### config.mk
export PLATFORM = sky130hd
export DESIGN_NAME = bis_top
export DESIGN_NICKNAME = d
export VERILOG_FILES = /design/src/bis_pkg.sv /design/src/bis_sync3.sv /design/src/bis_top.sv
export SDC_FILE = /design/constraint.sdc
export NUM_CORES = 1
export LEC_CHECK = 0
export BUFFER_PORTS_ARGS = -buffer_cell sky130_fd_sc_hd__buf_2
export CAP_MARGIN = 20
export CORE_MARGIN = 4
export CORE_UTILIZATION = 30
export DETAILED_ROUTE_END_ITERATION = 16
export PLACE_DENSITY_LB_ADDON = 0.08
export SETUP_SLACK_MARGIN = 0.2
export SKIP_CTS_REPAIR_TIMING = 1
export SLEW_MARGIN = 20
export SYNTH_ARGS = -nofsm -noshare
export SYNTH_HDL_FRONTEND = slang
export SYNTH_SLANG_ARGS = --single-unit
### constraint.sdc
create_clock -name aclk -period 16 [get_ports aclk]
set_input_delay 1.6 -clock aclk [delete_from_list [all_inputs] [get_ports aclk]]
set_output_delay 1.6 -clock aclk [all_outputs]
set_load 0.05 [all_outputs]
### src/bis_pkg.sv
package bis_pkg;
  // register byte offsets
  localparam logic [7:0] REG_CTRL = 8'h00;
  localparam logic [7:0] REG_MASK = 8'h04;
  localparam logic [7:0] REG_TRIG = 8'h08;
  localparam logic [7:0] REG_VBASE = 8'h0C;
  localparam logic [7:0] REG_ROUTE_LO = 8'h10;
  localparam logic [7:0] REG_ROUTE_HI = 8'h14;
  localparam logic [7:0] REG_STATUS = 8'h18;
  localparam logic [7:0] REG_POLL = 8'h1C;
  localparam logic [7:0] REG_EOI = 8'h20;
  localparam logic [7:0] REG_CNT_CTRL = 8'h24;
  localparam logic [7:0] REG_CNT [3] = '{8'h28, 8'h2C, 8'h30};
  // field positions
  localparam int CTRL_LOW_LSB = 8;
  localparam int EOI_SPEC_BIT = 3;
  localparam int CNT_AUTO_LSB = 3;
  localparam int POLL_FLAG_BIT = 7;
  // reset values
  localparam logic [7:0] MASK_RST = 8'hFF;
  localparam logic [7:0] TRIG_RST = 8'h00;
  localparam logic [4:0] VBASE_RST = 5'h04;
  localparam logic [31:0] ROUTE_RST = 32'h1F1F1F1F;
  localparam logic [2:0] LOW_RST = 3'h7;
  localparam logic [5:0] CNT_CTRL_RST = 6'h00;
  // sizes
  localparam int NUM_LEVELS = 8;
  localparam int NUM_SRC = 26;
  localparam int NUM_PINS = 24;
  localparam int NUM_CNT = 3;
  // fixed nonmaskable vector location
  localparam logic [19:0] NMI_VECTOR = 20'h00008;
  // counter tick divider
  localparam int CLK_HZ = 25000000;
  localparam int TICK_HZ = 1000000;
  localparam logic [4:0] TICK_DIV = 5'(CLK_HZ / TICK_HZ);
  // bus answers
  localparam logic [1:0] AXI_OKAY = 2'h0;
  localparam logic [1:0] AXI_SLVERR = 2'h2;
  typedef enum logic [1:0] {mode_nested, mode_rotate, mode_specific, mode_polled} bis_mode_t;
endpackage

### src/bis_sync3.sv
`timescale 1ns/1ps
module bis_sync3 #(
  parameter int WIDTH = 1
) (
  input wire logic aclk, // clock
  input wire logic aresetn, // sync reset, low
  input wire logic [WIDTH-1:0] din, // asynchronous inputs
  output logic [WIDTH-1:0] dout // filtered levels
);
  logic [WIDTH-1:0] s1;
  logic [WIDTH-1:0] s2;
  logic [WIDTH-1:0] s3;

  // three-stage chain; s1 is read only by s2
  always_ff @(posedge aclk)
  begin
    if (!aresetn)
    begin
      s1 <= '0;
      s2 <= '0;
      s3 <= '0;
    end
    else
    begin
      s1 <= din;
      s2 <= s1;
      s3 <= s2;
    end
  end

  // a bit changes only once stages two and three agree
  always_ff @(posedge aclk)
  begin
    if (!aresetn)
      dout <= '0;
    else
      dout <= (s2 & s3) | (dout & (s2 | s3));
  end
endmodule

### src/bis_top.sv
// Summary of operation
// RQ1 - Nine levels: nonmaskable line on top, then eight controller levels.
// RQ2 - Nonmaskable request cannot be masked; it vectors through location 00008H.
// RQ3 - Fully nested mode: line 0 highest, line 7 lowest.
// RQ4 - Rotating mode: a serviced level becomes lowest until the next one.
// RQ5 - Specific mode: software names the lowest level; others follow in order.
// RQ6 - Polled mode: software reads a priority-encoded status instead of vectors.
// RQ7 - Mode and priority may be changed at any time without reset.
// RQ8 - Interrupt only when the best pending request outranks the in-service level.
// RQ9 - One mask byte masks any combination of the eight levels.
// RQ10 - Each level has a 4-byte vector in a 32-byte table below 1K.
// RQ11 - After acknowledge the processor receives the identifier, then calls indirectly.
// RQ12 - Software should avoid the first 32 vector locations.
// RQ13 - Each controller input is routed from 26 possible sources.
// RQ14 - Parallel port raises input-full and output-empty requests.
// RQ15 - Each of three counters drives its own routable request.
// RQ16 - Eight backplane request lines are accepted.
// RQ17 - Expansion, conversion, power-fail, line clock, fail-safe, driver line are sources.
// RQ18 - Power-fail is accepted only together with the AC-low indication.
// RQ19 - Three independent 16-bit counters; the third also times memory writes.
// RQ20 - An 8-bit identifier is supplied; vector address is identifier times four.
// RQ21 - Each input responds to edges or levels as programmed.
// RQ22 - Masked levels ignored; unmasked requests stay pending until acknowledged. Here only edge inputs do; level inputs follow the line.
`timescale 1ns/1ps
module bis_top (
  input wire logic aclk, // clock, 25 MHz
  input wire logic aresetn, // sync reset, low
  input wire logic [7:0] awaddr, // write address
  input wire logic awvalid, // write address valid
  output logic awready, // write address ready
  input wire logic [31:0] wdata, // write data
  input wire logic [3:0] wstrb, // write byte enables
  input wire logic wvalid, // write data valid
  output logic wready, // write data ready
  output logic [1:0] bresp, // write response
  output logic bvalid, // write response valid
  input wire logic bready, // write response ready
  input wire logic [7:0] araddr, // read address
  input wire logic arvalid, // read address valid
  output logic arready, // read address ready
  output logic [31:0] rdata, // read data
  output logic [1:0] rresp, // read response
  output logic rvalid, // read data valid
  input wire logic rready, // read data ready
  output logic intr, // interrupt to processor
  input wire logic inta, // acknowledge pulse from processor
  output logic [7:0] vec_id, // identifier byte
  output logic [9:0] vec_addr, // identifier times four
  output logic id_valid, // identifier strobe
  output logic nmi, // nonmaskable request
  output logic [19:0] nmi_vector, // fixed nonmaskable vector
  output logic nvm_wr_busy, // third counter timing a memory write
  input wire logic ppi_in_full, // parallel input buffer full
  input wire logic ppi_out_empty, // parallel output buffer empty
  input wire logic [7:0] bus_req, // backplane requests
  input wire logic [5:0] exp_req, // expansion connector requests
  input wire logic eoc, // end of conversion
  input wire logic power_fail_request_in, // power-fail request
  input wire logic ac_low, // AC-low from supply
  input wire logic line_clk, // line-frequency clock
  input wire logic failsafe, // fail-safe timer
  input wire logic drv_req, // parallel driver section line
  input wire logic [1:0] aux_req // spare sources
);
  import bis_pkg::*;

  logic aw_have;
  logic w_have;
  logic wr_fire;
  logic rd_fire;
  logic [7:0] aw_q;
  logic [31:0] w_q;
  logic [3:0] s_q;
  logic [31:0] wv;
  bis_mode_t mode;
  logic [2:0] lowest;
  logic [7:0] mask;
  logic [7:0] trig;
  logic [4:0] vbase;
  logic [31:0] route_lo;
  logic [31:0] route_hi;
  logic [5:0] cnt_ctrl;
  logic [15:0] cnt_val [NUM_CNT];
  logic [15:0] cnt_rld [NUM_CNT];
  logic [2:0] cnt_run;
  logic [2:0] cnt_term;
  logic [4:0] tick_cnt;
  logic tick;
  logic [NUM_PINS-1:0] pins;
  logic [1:0] s_aux;
  logic s_drv, s_fs, s_line, s_acl, s_pf, s_eoc, s_pout, s_pin;
  logic [5:0] s_exp;
  logic [7:0] s_bus;
  logic pf_ok;
  logic [NUM_SRC-1:0] src;
  logic [7:0] routed;
  logic [7:0] routed_d;
  logic [7:0] irr;
  logic [7:0] isr;
  logic [2:0] eff_low;
  logic [3:0] req_pick;
  logic [3:0] isr_pick;
  logic outranks;
  logic take;
  logic poll_ack;
  logic eoi_wr;
  logic eoi_hit;
  logic [2:0] eoi_lvl;

  ////////////////////////////////////////////////////////////////////////////
  // helpers

  // rank 0 is the highest priority for a given lowest level
  function automatic logic [2:0] bis_rank(input logic [2:0] lvl, input logic [2:0] low);
    return 3'(lvl - low - 3'h1);
  endfunction

  // best set bit of v, scanning from just above the lowest level
  function automatic logic [3:0] bis_pick(input logic [7:0] v, input logic [2:0] low);
    logic [3:0] r;
    logic [2:0] l;
    r = 4'h0;
    for (int k = NUM_LEVELS - 1; k >= 0; k--)
    begin
      l = 3'(low + 3'h1 + 3'(k));
      if (v[l])
        r = {1'b1, l};
    end
    return r;
  endfunction

  // byte-lane merge of a write into the old value
  function automatic logic [31:0] bis_merge(input logic [31:0] old, input logic [31:0] nw,
                                            input logic [3:0] strb);
    logic [31:0] r;
    r = old;
    for (int b = 0; b < 4; b++)
    begin
      if (strb[b])
        r[8*b+:8] = nw[8*b+:8];
    end
    return r;
  endfunction

  // read value of a register
  function automatic logic [31:0] bis_read(input logic [7:0] a);
    logic [31:0] v;
    v = 32'h0;
    case (a)
      REG_CTRL: v = {21'h0, lowest, 6'h0, 2'(mode)};
      REG_MASK: v = {24'h0, mask};
      REG_TRIG: v = {24'h0, trig};
      REG_VBASE: v = {27'h0, vbase};
      REG_ROUTE_LO: v = route_lo;
      REG_ROUTE_HI: v = route_hi;
      REG_STATUS: v = {15'h0, nmi, isr, irr};
      REG_POLL: v = {24'h0, req_pick[3] & outranks, 4'h0, req_pick[2:0]}; // RQ6
      REG_CNT_CTRL: v = {26'h0, cnt_ctrl};
      REG_CNT[0]: v = {16'h0, cnt_val[0]};
      REG_CNT[1]: v = {16'h0, cnt_val[1]};
      REG_CNT[2]: v = {16'h0, cnt_val[2]};
      default: v = 32'h0;
    endcase
    return v;
  endfunction

  // mapped address check; status and poll are read-only
  function automatic logic bis_ok(input logic [7:0] a, input logic wr);
    logic r;
    case (a)
      REG_CTRL, REG_MASK, REG_TRIG, REG_VBASE, REG_ROUTE_LO, REG_ROUTE_HI,
      REG_CNT_CTRL, REG_CNT[0], REG_CNT[1], REG_CNT[2]: r = 1'b1;
      REG_STATUS, REG_POLL: r = !wr;
      REG_EOI: r = wr;
      default: r = 1'b0;
    endcase
    return r;
  endfunction

  ////////////////////////////////////////////////////////////////////////////
  // register bus slave

  assign awready = !aw_have;
  assign wready = !w_have;
  assign arready = !rvalid;
  assign wr_fire = aw_have && w_have && !bvalid;
  assign rd_fire = arvalid && arready;
  assign wv = bis_merge(bis_read(aw_q), w_q, s_q);

  // address and data are taken in either order
  always_ff @(posedge aclk)
  begin
    if (!aresetn)
    begin
      aw_have <= 1'b0;
      w_have <= 1'b0;
      aw_q <= 8'h00;
      w_q <= 32'h0;
      s_q <= 4'h0;
    end
    else
    begin
      if (awvalid && awready)
      begin
        aw_have <= 1'b1;
        aw_q <= awaddr;
      end
      else if (wr_fire)
        aw_have <= 1'b0;
      if (wvalid && wready)
      begin
        w_have <= 1'b1;
        w_q <= wdata;
        s_q <= wstrb;
      end
      else if (wr_fire)
        w_have <= 1'b0;
    end
  end

  // write response
  always_ff @(posedge aclk)
  begin
    if (!aresetn)
    begin
      bvalid <= 1'b0;
      bresp <= AXI_OKAY;
    end
    else if (wr_fire)
    begin
      bvalid <= 1'b1;
      bresp <= bis_ok(aw_q, 1'b1) ? AXI_OKAY : AXI_SLVERR;
    end
    else if (bready)
      bvalid <= 1'b0;
  end

  // read data captured on the address handshake
  always_ff @(posedge aclk)
  begin
    if (!aresetn)
    begin
      rvalid <= 1'b0;
      rdata <= 32'h0;
      rresp <= AXI_OKAY;
    end
    else if (rd_fire)
    begin
      rvalid <= 1'b1;
      rdata <= bis_read(araddr);
      rresp <= bis_ok(araddr, 1'b0) ? AXI_OKAY : AXI_SLVERR;
    end
    else if (rready)
      rvalid <= 1'b0;
  end

  // configuration registers, effective on the next cycle
  always_ff @(posedge aclk)
  begin
    if (!aresetn)
    begin
      mode <= mode_nested;
      mask <= MASK_RST;
      trig <= TRIG_RST;
      vbase <= VBASE_RST;
      route_lo <= ROUTE_RST;
      route_hi <= ROUTE_RST;
      cnt_ctrl <= CNT_CTRL_RST;
    end
    else if (wr_fire)
    begin
      case (aw_q)
        REG_CTRL: mode <= bis_mode_t'(wv[1:0]); // RQ7
        REG_MASK: mask <= wv[7:0]; // RQ9
        REG_TRIG: trig <= wv[7:0]; // RQ21
        REG_VBASE: vbase <= wv[4:0]; // RQ10
        REG_ROUTE_LO: route_lo <= wv; // RQ13
        REG_ROUTE_HI: route_hi <= wv;
        REG_CNT_CTRL: cnt_ctrl <= wv[5:0];
        default: ;
      endcase
    end
  end

  ////////////////////////////////////////////////////////////////////////////
  // request sources and routing

  bis_sync3 #(
    .WIDTH(NUM_PINS)
  ) u_sync (
    .aclk(aclk),
    .aresetn(aresetn),
    .din({aux_req, drv_req, failsafe, line_clk, ac_low, power_fail_request_in, eoc,
          exp_req, bus_req, ppi_out_empty, ppi_in_full}),
    .dout(pins)
  );

  assign {s_aux, s_drv, s_fs, s_line, s_acl, s_pf, s_eoc, s_exp, s_bus, s_pout, s_pin} = pins;
  assign pf_ok = s_pf & s_acl; // RQ18

  // source vector, 26 entries
  assign src = {s_aux, s_drv, s_fs, s_line, pf_ok, s_eoc, s_exp, // RQ17
                s_bus, // RQ16
                cnt_term, // RQ15
                s_pout, s_pin}; // RQ14

  // each level selects one source; codes past the last source select none
  always_comb
  begin
    logic [4:0] sel;
    sel = 5'h00;
    for (int i = 0; i < NUM_LEVELS; i++)
    begin
      sel = (i < 4) ? route_lo[8*i+:5] : route_hi[8*(i-4)+:5];
      routed[i] = (sel < 5'(NUM_SRC)) ? src[sel] : 1'b0; // RQ13
    end
  end

  ////////////////////////////////////////////////////////////////////////////
  // priority resolution

  assign eff_low = (mode == mode_rotate || mode == mode_specific) ? lowest : 3'h7; // RQ3 RQ5
  assign req_pick = bis_pick(irr & ~mask, eff_low); // RQ9 RQ22
  assign isr_pick = bis_pick(isr, eff_low);
  assign outranks = !isr_pick[3] ||
                    (bis_rank(req_pick[2:0], eff_low) < bis_rank(isr_pick[2:0], eff_low));
  assign intr = req_pick[3] && outranks && (mode != mode_polled); // RQ8 RQ6
  assign poll_ack = rd_fire && (araddr == REG_POLL) && req_pick[3] && outranks; // RQ6
  assign take = (inta || poll_ack) && req_pick[3];
  assign eoi_wr = wr_fire && (aw_q == REG_EOI);
  assign eoi_lvl = wv[EOI_SPEC_BIT] ? wv[2:0] : isr_pick[2:0];
  assign eoi_hit = eoi_wr && (wv[EOI_SPEC_BIT] || isr_pick[3]);

  // pending requests: edge inputs are sticky until taken, level inputs follow the line
  always_ff @(posedge aclk)
  begin
    if (!aresetn)
    begin
      routed_d <= 8'h00;
      irr <= 8'h00;
    end
    else
    begin
      routed_d <= routed;
      for (int i = 0; i < NUM_LEVELS; i++)
      begin
        if (trig[i])
          irr[i] <= (irr[i] & !(take && req_pick[2:0] == 3'(i))) | // RQ22
                    (routed[i] & !routed_d[i]); // RQ21
        else
          irr[i] <= routed[i]; // RQ21
      end
    end
  end

  // in-service bits; a new take wins over an end-of-service in the same cycle
  always_ff @(posedge aclk)
  begin
    if (!aresetn)
      isr <= 8'h00;
    else
    begin
      for (int i = 0; i < NUM_LEVELS; i++)
        isr[i] <= (isr[i] & !(eoi_hit && eoi_lvl == 3'(i))) |
                  (take && req_pick[2:0] == 3'(i)); // RQ8
    end
  end

  // lowest level: set by software, or moved to the serviced level in rotation
  always_ff @(posedge aclk)
  begin
    if (!aresetn)
      lowest <= LOW_RST;
    else if (wr_fire && aw_q == REG_CTRL)
      lowest <= wv[CTRL_LOW_LSB+:3]; // RQ5 RQ7
    else if (eoi_hit && mode == mode_rotate)
      lowest <= eoi_lvl; // RQ4
  end

  // identifier and vector address handed to the processor on acknowledge
  always_ff @(posedge aclk)
  begin
    if (!aresetn)
    begin
      vec_id <= 8'h00;
      vec_addr <= 10'h000;
      id_valid <= 1'b0;
    end
    else
    begin
      id_valid <= inta; // RQ11
      if (inta)
      begin
        vec_id <= {vbase, req_pick[3] ? req_pick[2:0] : 3'h7}; // RQ20
        vec_addr <= {vbase, req_pick[3] ? req_pick[2:0] : 3'h7, 2'h0}; // RQ10 RQ20
      end
    end
  end

  // nonmaskable line, outside the mask and priority logic
  always_ff @(posedge aclk)
  begin
    if (!aresetn)
      nmi <= 1'b0;
    else
      nmi <= pf_ok; // RQ1 RQ2 RQ18
  end

  assign nmi_vector = NMI_VECTOR; // RQ2

  ////////////////////////////////////////////////////////////////////////////
  // interval counters

  // one-cycle tick at the counter rate
  always_ff @(posedge aclk)
  begin
    if (!aresetn)
      tick_cnt <= 5'h00;
    else if (tick)
      tick_cnt <= 5'h00;
    else
      tick_cnt <= tick_cnt + 5'h01;
  end

  assign tick = (tick_cnt == TICK_DIV - 5'h01);

  // load on write, count down per tick, flag one tick at terminal count
  always_ff @(posedge aclk)
  begin
    if (!aresetn)
    begin
      for (int i = 0; i < NUM_CNT; i++)
      begin
        cnt_val[i] <= 16'h0000;
        cnt_rld[i] <= 16'h0000;
      end
      cnt_run <= 3'h0;
      cnt_term <= 3'h0;
    end
    else
    begin
      for (int i = 0; i < NUM_CNT; i++)
      begin
        if (wr_fire && aw_q == REG_CNT[i])
        begin
          cnt_rld[i] <= wv[15:0];
          cnt_val[i] <= wv[15:0];
          cnt_run[i] <= 1'b1;
        end
        else if (tick && cnt_run[i] && cnt_ctrl[i])
        begin
          if (cnt_val[i] == 16'h0001)
          begin
            cnt_val[i] <= cnt_rld[i];
            cnt_run[i] <= cnt_ctrl[CNT_AUTO_LSB+i]; // RQ19
          end
          else
            cnt_val[i] <= cnt_val[i] - 16'h0001; // RQ19
        end
        if (tick)
          cnt_term[i] <= cnt_run[i] && cnt_ctrl[i] && cnt_val[i] == 16'h0001; // RQ15
      end
    end
  end

  // third counter doubles as the memory write timer
  always_ff @(posedge aclk)
  begin
    if (!aresetn)
      nvm_wr_busy <= 1'b0;
    else
      nvm_wr_busy <= cnt_run[2]; // RQ19
  end
endmodule

==> metrics.md <==
| Metric | Value |
|---|---|
| Outcome | finished, final reports clean |
| Fin nets | 2579 |
| Vias | 19318 |
| CTS Buf Count | 49 |
| Max Root-Sink Buffers | 3 |
| Fmax achieved | 106 MHz |
| Port bufs | 142 |
| Worst hold slack | 428 ps |
| Synthesis-to-finish area growth | 13.6% |
| Syn Std Cell Area | 22100 µm² |
| Routed Antenna Nets | 0 |
| Filler Cells Inserted | 7506 |
| Pin count of the biggest net entering global routing | 93 |
| Final setup fails | 0 |
| Main synth FF type | dfxtp_1 |
| Tot GR Track Use | 21.5% |
| Vias/cell | 5.56 |
| Worst-Margin Slew | 1120 ps |
| Max-slew violation count | 0 |
| Die area | 78000 µm² |
| Routed WL per cell | 24.9 µm |
| CP startpoint kind | flip-flop |
| Reg-to-reg endpoint | cnt_val[1][7] |
| Post-synth EDFFs | 96 |
| Placed cells | 3385 |
| CP Capture Type | output port |
| Leakage power | 9.43 nW |
| Worst path required time | 14400 ps |
| Clk slew on worst S/H paths | 60 ps |
| Hold Startpoint | u_sync.s1[18] |
| H-tree Lvls | 2 |
| Dpl hpwl | 62.2 mm |
| Worst Path Arrival | 7880 ps |
| CTS tree | yes |
| Post-route minimum period | 9480 ps |
| Period utilization | 59.2% |
| Placed standard-cell area | 23500 µm² |
| Setup ws final | 6520 ps |
| RSZ-0062 raised after global routing | no |
| Distinct cells, synth | 90 |
| Remaining DRCs | 0 |
| Layout Cell Area excl Fill | 25100 µm² |
| Root Driver | clkbuf_16 |
| Synth warn | 0 |
| Final WL | 86.7 mm |
| Power per Cell Area | 96.1 nW/µm² |
| Initial Util | 30.3% |
| Clk_skew | 23.0 ps |
| Fin. Hold Viols | 0 |
| Async set-reset flop share out of synthesis | 0% |
| First-pass iteration count of the detailed router | 6 |
| Reg2Reg Depth | 24 |
| Syn Inst Count | 2424 |
| HP Class | reg2reg |
| R2R Setup Slk | 8190 ps |
| Mean Syn Cell Area | 9.11 µm² |
| Final Wtd Congestion | 0.904 |
| Max-cap violations | 0 |
| Seq/Total Area, Yosys | 42.2% |
| Clock Latency Late Sink | 610 ps |
| Post-route setup TNS | 0 ps |
| Crit-path max FO | 27 |
| Initial antenna violation count | 2 |
| Die width | 279 µm |
| Iter 0 DRT Violations | 1760 |
| First-pass GRT wire length | 127 mm |
| GRT Residual Overflow | 0 |
| Vias in the first global route | 18732 |
| Final Non-Filler Cells | 3476 |
| Pre-CTS WS | 7250 ps |
| Core Region | 73000 µm² |
| Flops & latches, synth | 417 |
| Reg2Reg Launch Point | mode[1] |
| Layout cells sized above 1 | 15.2% |
| Max IR drop VDD | 0.0796 mV |
| Worst hold stages | 1 |
| I/O Pins | 167 |
| CTS Sinks | 417 |
| Rel. slew slack | 24.8% |
| Endpoint, Worst Hold | u_sync.s2[18] |
| Setup Crit Path Kind | reg2out |
| Row count | 99 |
| Die Y | 279 µm |
==> routing by layer <==
metal / vias up / wire length [µm] / GRT usage [%]
li1: 8948 / - / -
met1: 9441 / 39500 / 30.1
met2: 772 / 38800 / 33.9
met3: 157 / 5150 / 3.13
met4: 0 / 3240 / 7.82
met5: - / 0 / 0
==> power breakdown <==
part | internal (mW) | switching [mW]
Combinational | 0.0558 | 0.131
Clock | 0.617 | 0.475
Sequential | 1.10 | 0.0296
==> state kept, by name (all words and copies together), names as in the netlist, 4 cells and up, named ones only <==
name / count
cnt_rld: 48
cnt_val: 48
rdata: 32
route_hi: 32
route_lo: 32
w_q: 32
u_sync.dout: 24
u_sync.s1: 24
u_sync.s2: 24
u_sync.s3: 24
aw_q: 8
irr: 8
isr: 8
mask: 8
routed_d: 8
trig: 8
vec_addr: 8
cnt_ctrl: 6
tick_cnt: 5
vbase: 5
s_q: 4
==> placed cells by master, fill, tap and decap left out, drive strengths merged, types with 10 or more instances in the layout <==
cell / count
o22ai: 28
xor2: 21
mux2i: 77
ha: 15
mux4: 58
nand2b: 34
a222oi: 12
and2: 88
mux2: 28
xnor2: 28
or3: 11
nor3: 37
nand2: 283
inv: 32
a211oi: 23
nor4: 13
a21oi: 138
nor2b: 16
o211ai: 57
a22oi: 112
a221oi: 18
nor2: 260
a22o: 10
dfxtp: 321
nand3: 43
edfxtp: 96
nand3b: 10
clkinv: 21
o21ai: 110
or2: 10
and3: 10
nand4: 14
o31ai: 15
conb: 24
a31oi: 22
buf: 182
a21boi: 83
clkbuf: 61
==> cells in the mapped netlist, types with 12 or more instances <==
cell type	count	area share [%]
a21oi_1	138	3.1
a222oi_1	12	0.54
clkbuf_1	144	2.4
buf_4	33	1.1
and2_1	86	2.4
nand3_1	43	0.97
mux2_2	28	1.4
a211oi_1	23	0.78
nor2b_1	16	0.45
edfxtp_1	96	13
o31ai_1	15	0.51
ha_1	15	0.85
nand4_1	14	0.40
mux4_2	58	5.9
dfxtp_1	321	29
mux2i_1	76	3.4
o211ai_1	57	1.9
o22ai_1	28	0.79
a221oi_1	18	0.71
nand2b_1	34	0.96
nand2_1	283	4.8
o21ai_0	100	2.3
a21boi_0	78	2.7
a31oi_1	22	0.62
xnor2_1	28	1.1
inv_1	27	0.46
nor2_1	260	4.4
xor2_1	21	0.83
a22oi_1	112	3.8
nor4_1	12	0.34
nor3_1	36	0.82
buf_1	15	0.26
==> worst max-delay path by stage <==
stage	start	end	slack, ps
global placement	mode[1]	intr	7310
CTS	mode[1]	intr	6570
finish	mode[1]	intr	6520
floorplan	mode[1]	intr	8570
detailed placement	mode[1]	intr	7250
global route	mode[1]	intr	6060
==> metrics by stage <==
| stage | utilization, % | power, mW |
|---|---|---|
| 2_1_floorplan | - | 1.27 |
| 3_3_place_gp | 32.2 | 1.34 |
| 3_5_place_dp | 32.2 | 1.34 |
| 4_1_cts | 34.3 | 2.44 |
| 5_1_grt | 34.4 | 2.50 |
| 6_report | 34.4 | 2.41 |
==> worst max-delay path, stage by stage, from the launching register on <==
cell      delay (ps)
dfxtp_1          420
inv_1             70
ha_1             420
nor2_1           140
buf_4            220
clkinv_1         520
ha_1            1220
inv_2            390
xnor2_1          300
mux2i_1          180
and3_1           280
o21a_1           110
nor3_2           620
inv_1            150
ha_1             240
inv_1             70
fa_1             380
inv_1             60
ha_1             220
a21o_1           160
a21o_1           210
a21oi_1          190
nor2b_1          340
buf_2            330
==> layout make-up <==
type                            instances  area (µm²)  area share, %
Multi-Input combinational cell       1797       11900           47.3
Sequential cell                       417        9310           37.1
Clock buffer                           61        1310           5.23
Antenna cell                            3        7.51         0.0299
Tap cell                              959        1200           4.78
Inverter                               31         129          0.514
Clock inverter                         26         224          0.893
Timing Repair Buffer                  182        1040           4.14
==> cell families after synthesis <==
| kind of cell | Yosys count | synth area share, % |
|---|---|---|
| AOI/OAI and AO/OA | 693 | 21.3 |
| muxes | 163 | 10.9 |
| and+or+nand+nor | 851 | 17.9 |
| DFF | 417 | 42.2 |
| buffers and inverters | 232 | 4.76 |
| xor gates and xnor gates | 49 | 1.94 |
| adders and majority gates | 17 | 1.03 |
| other | 2 | 0.0340 |
No activity file was read; power rests on OpenSTA's default activity.
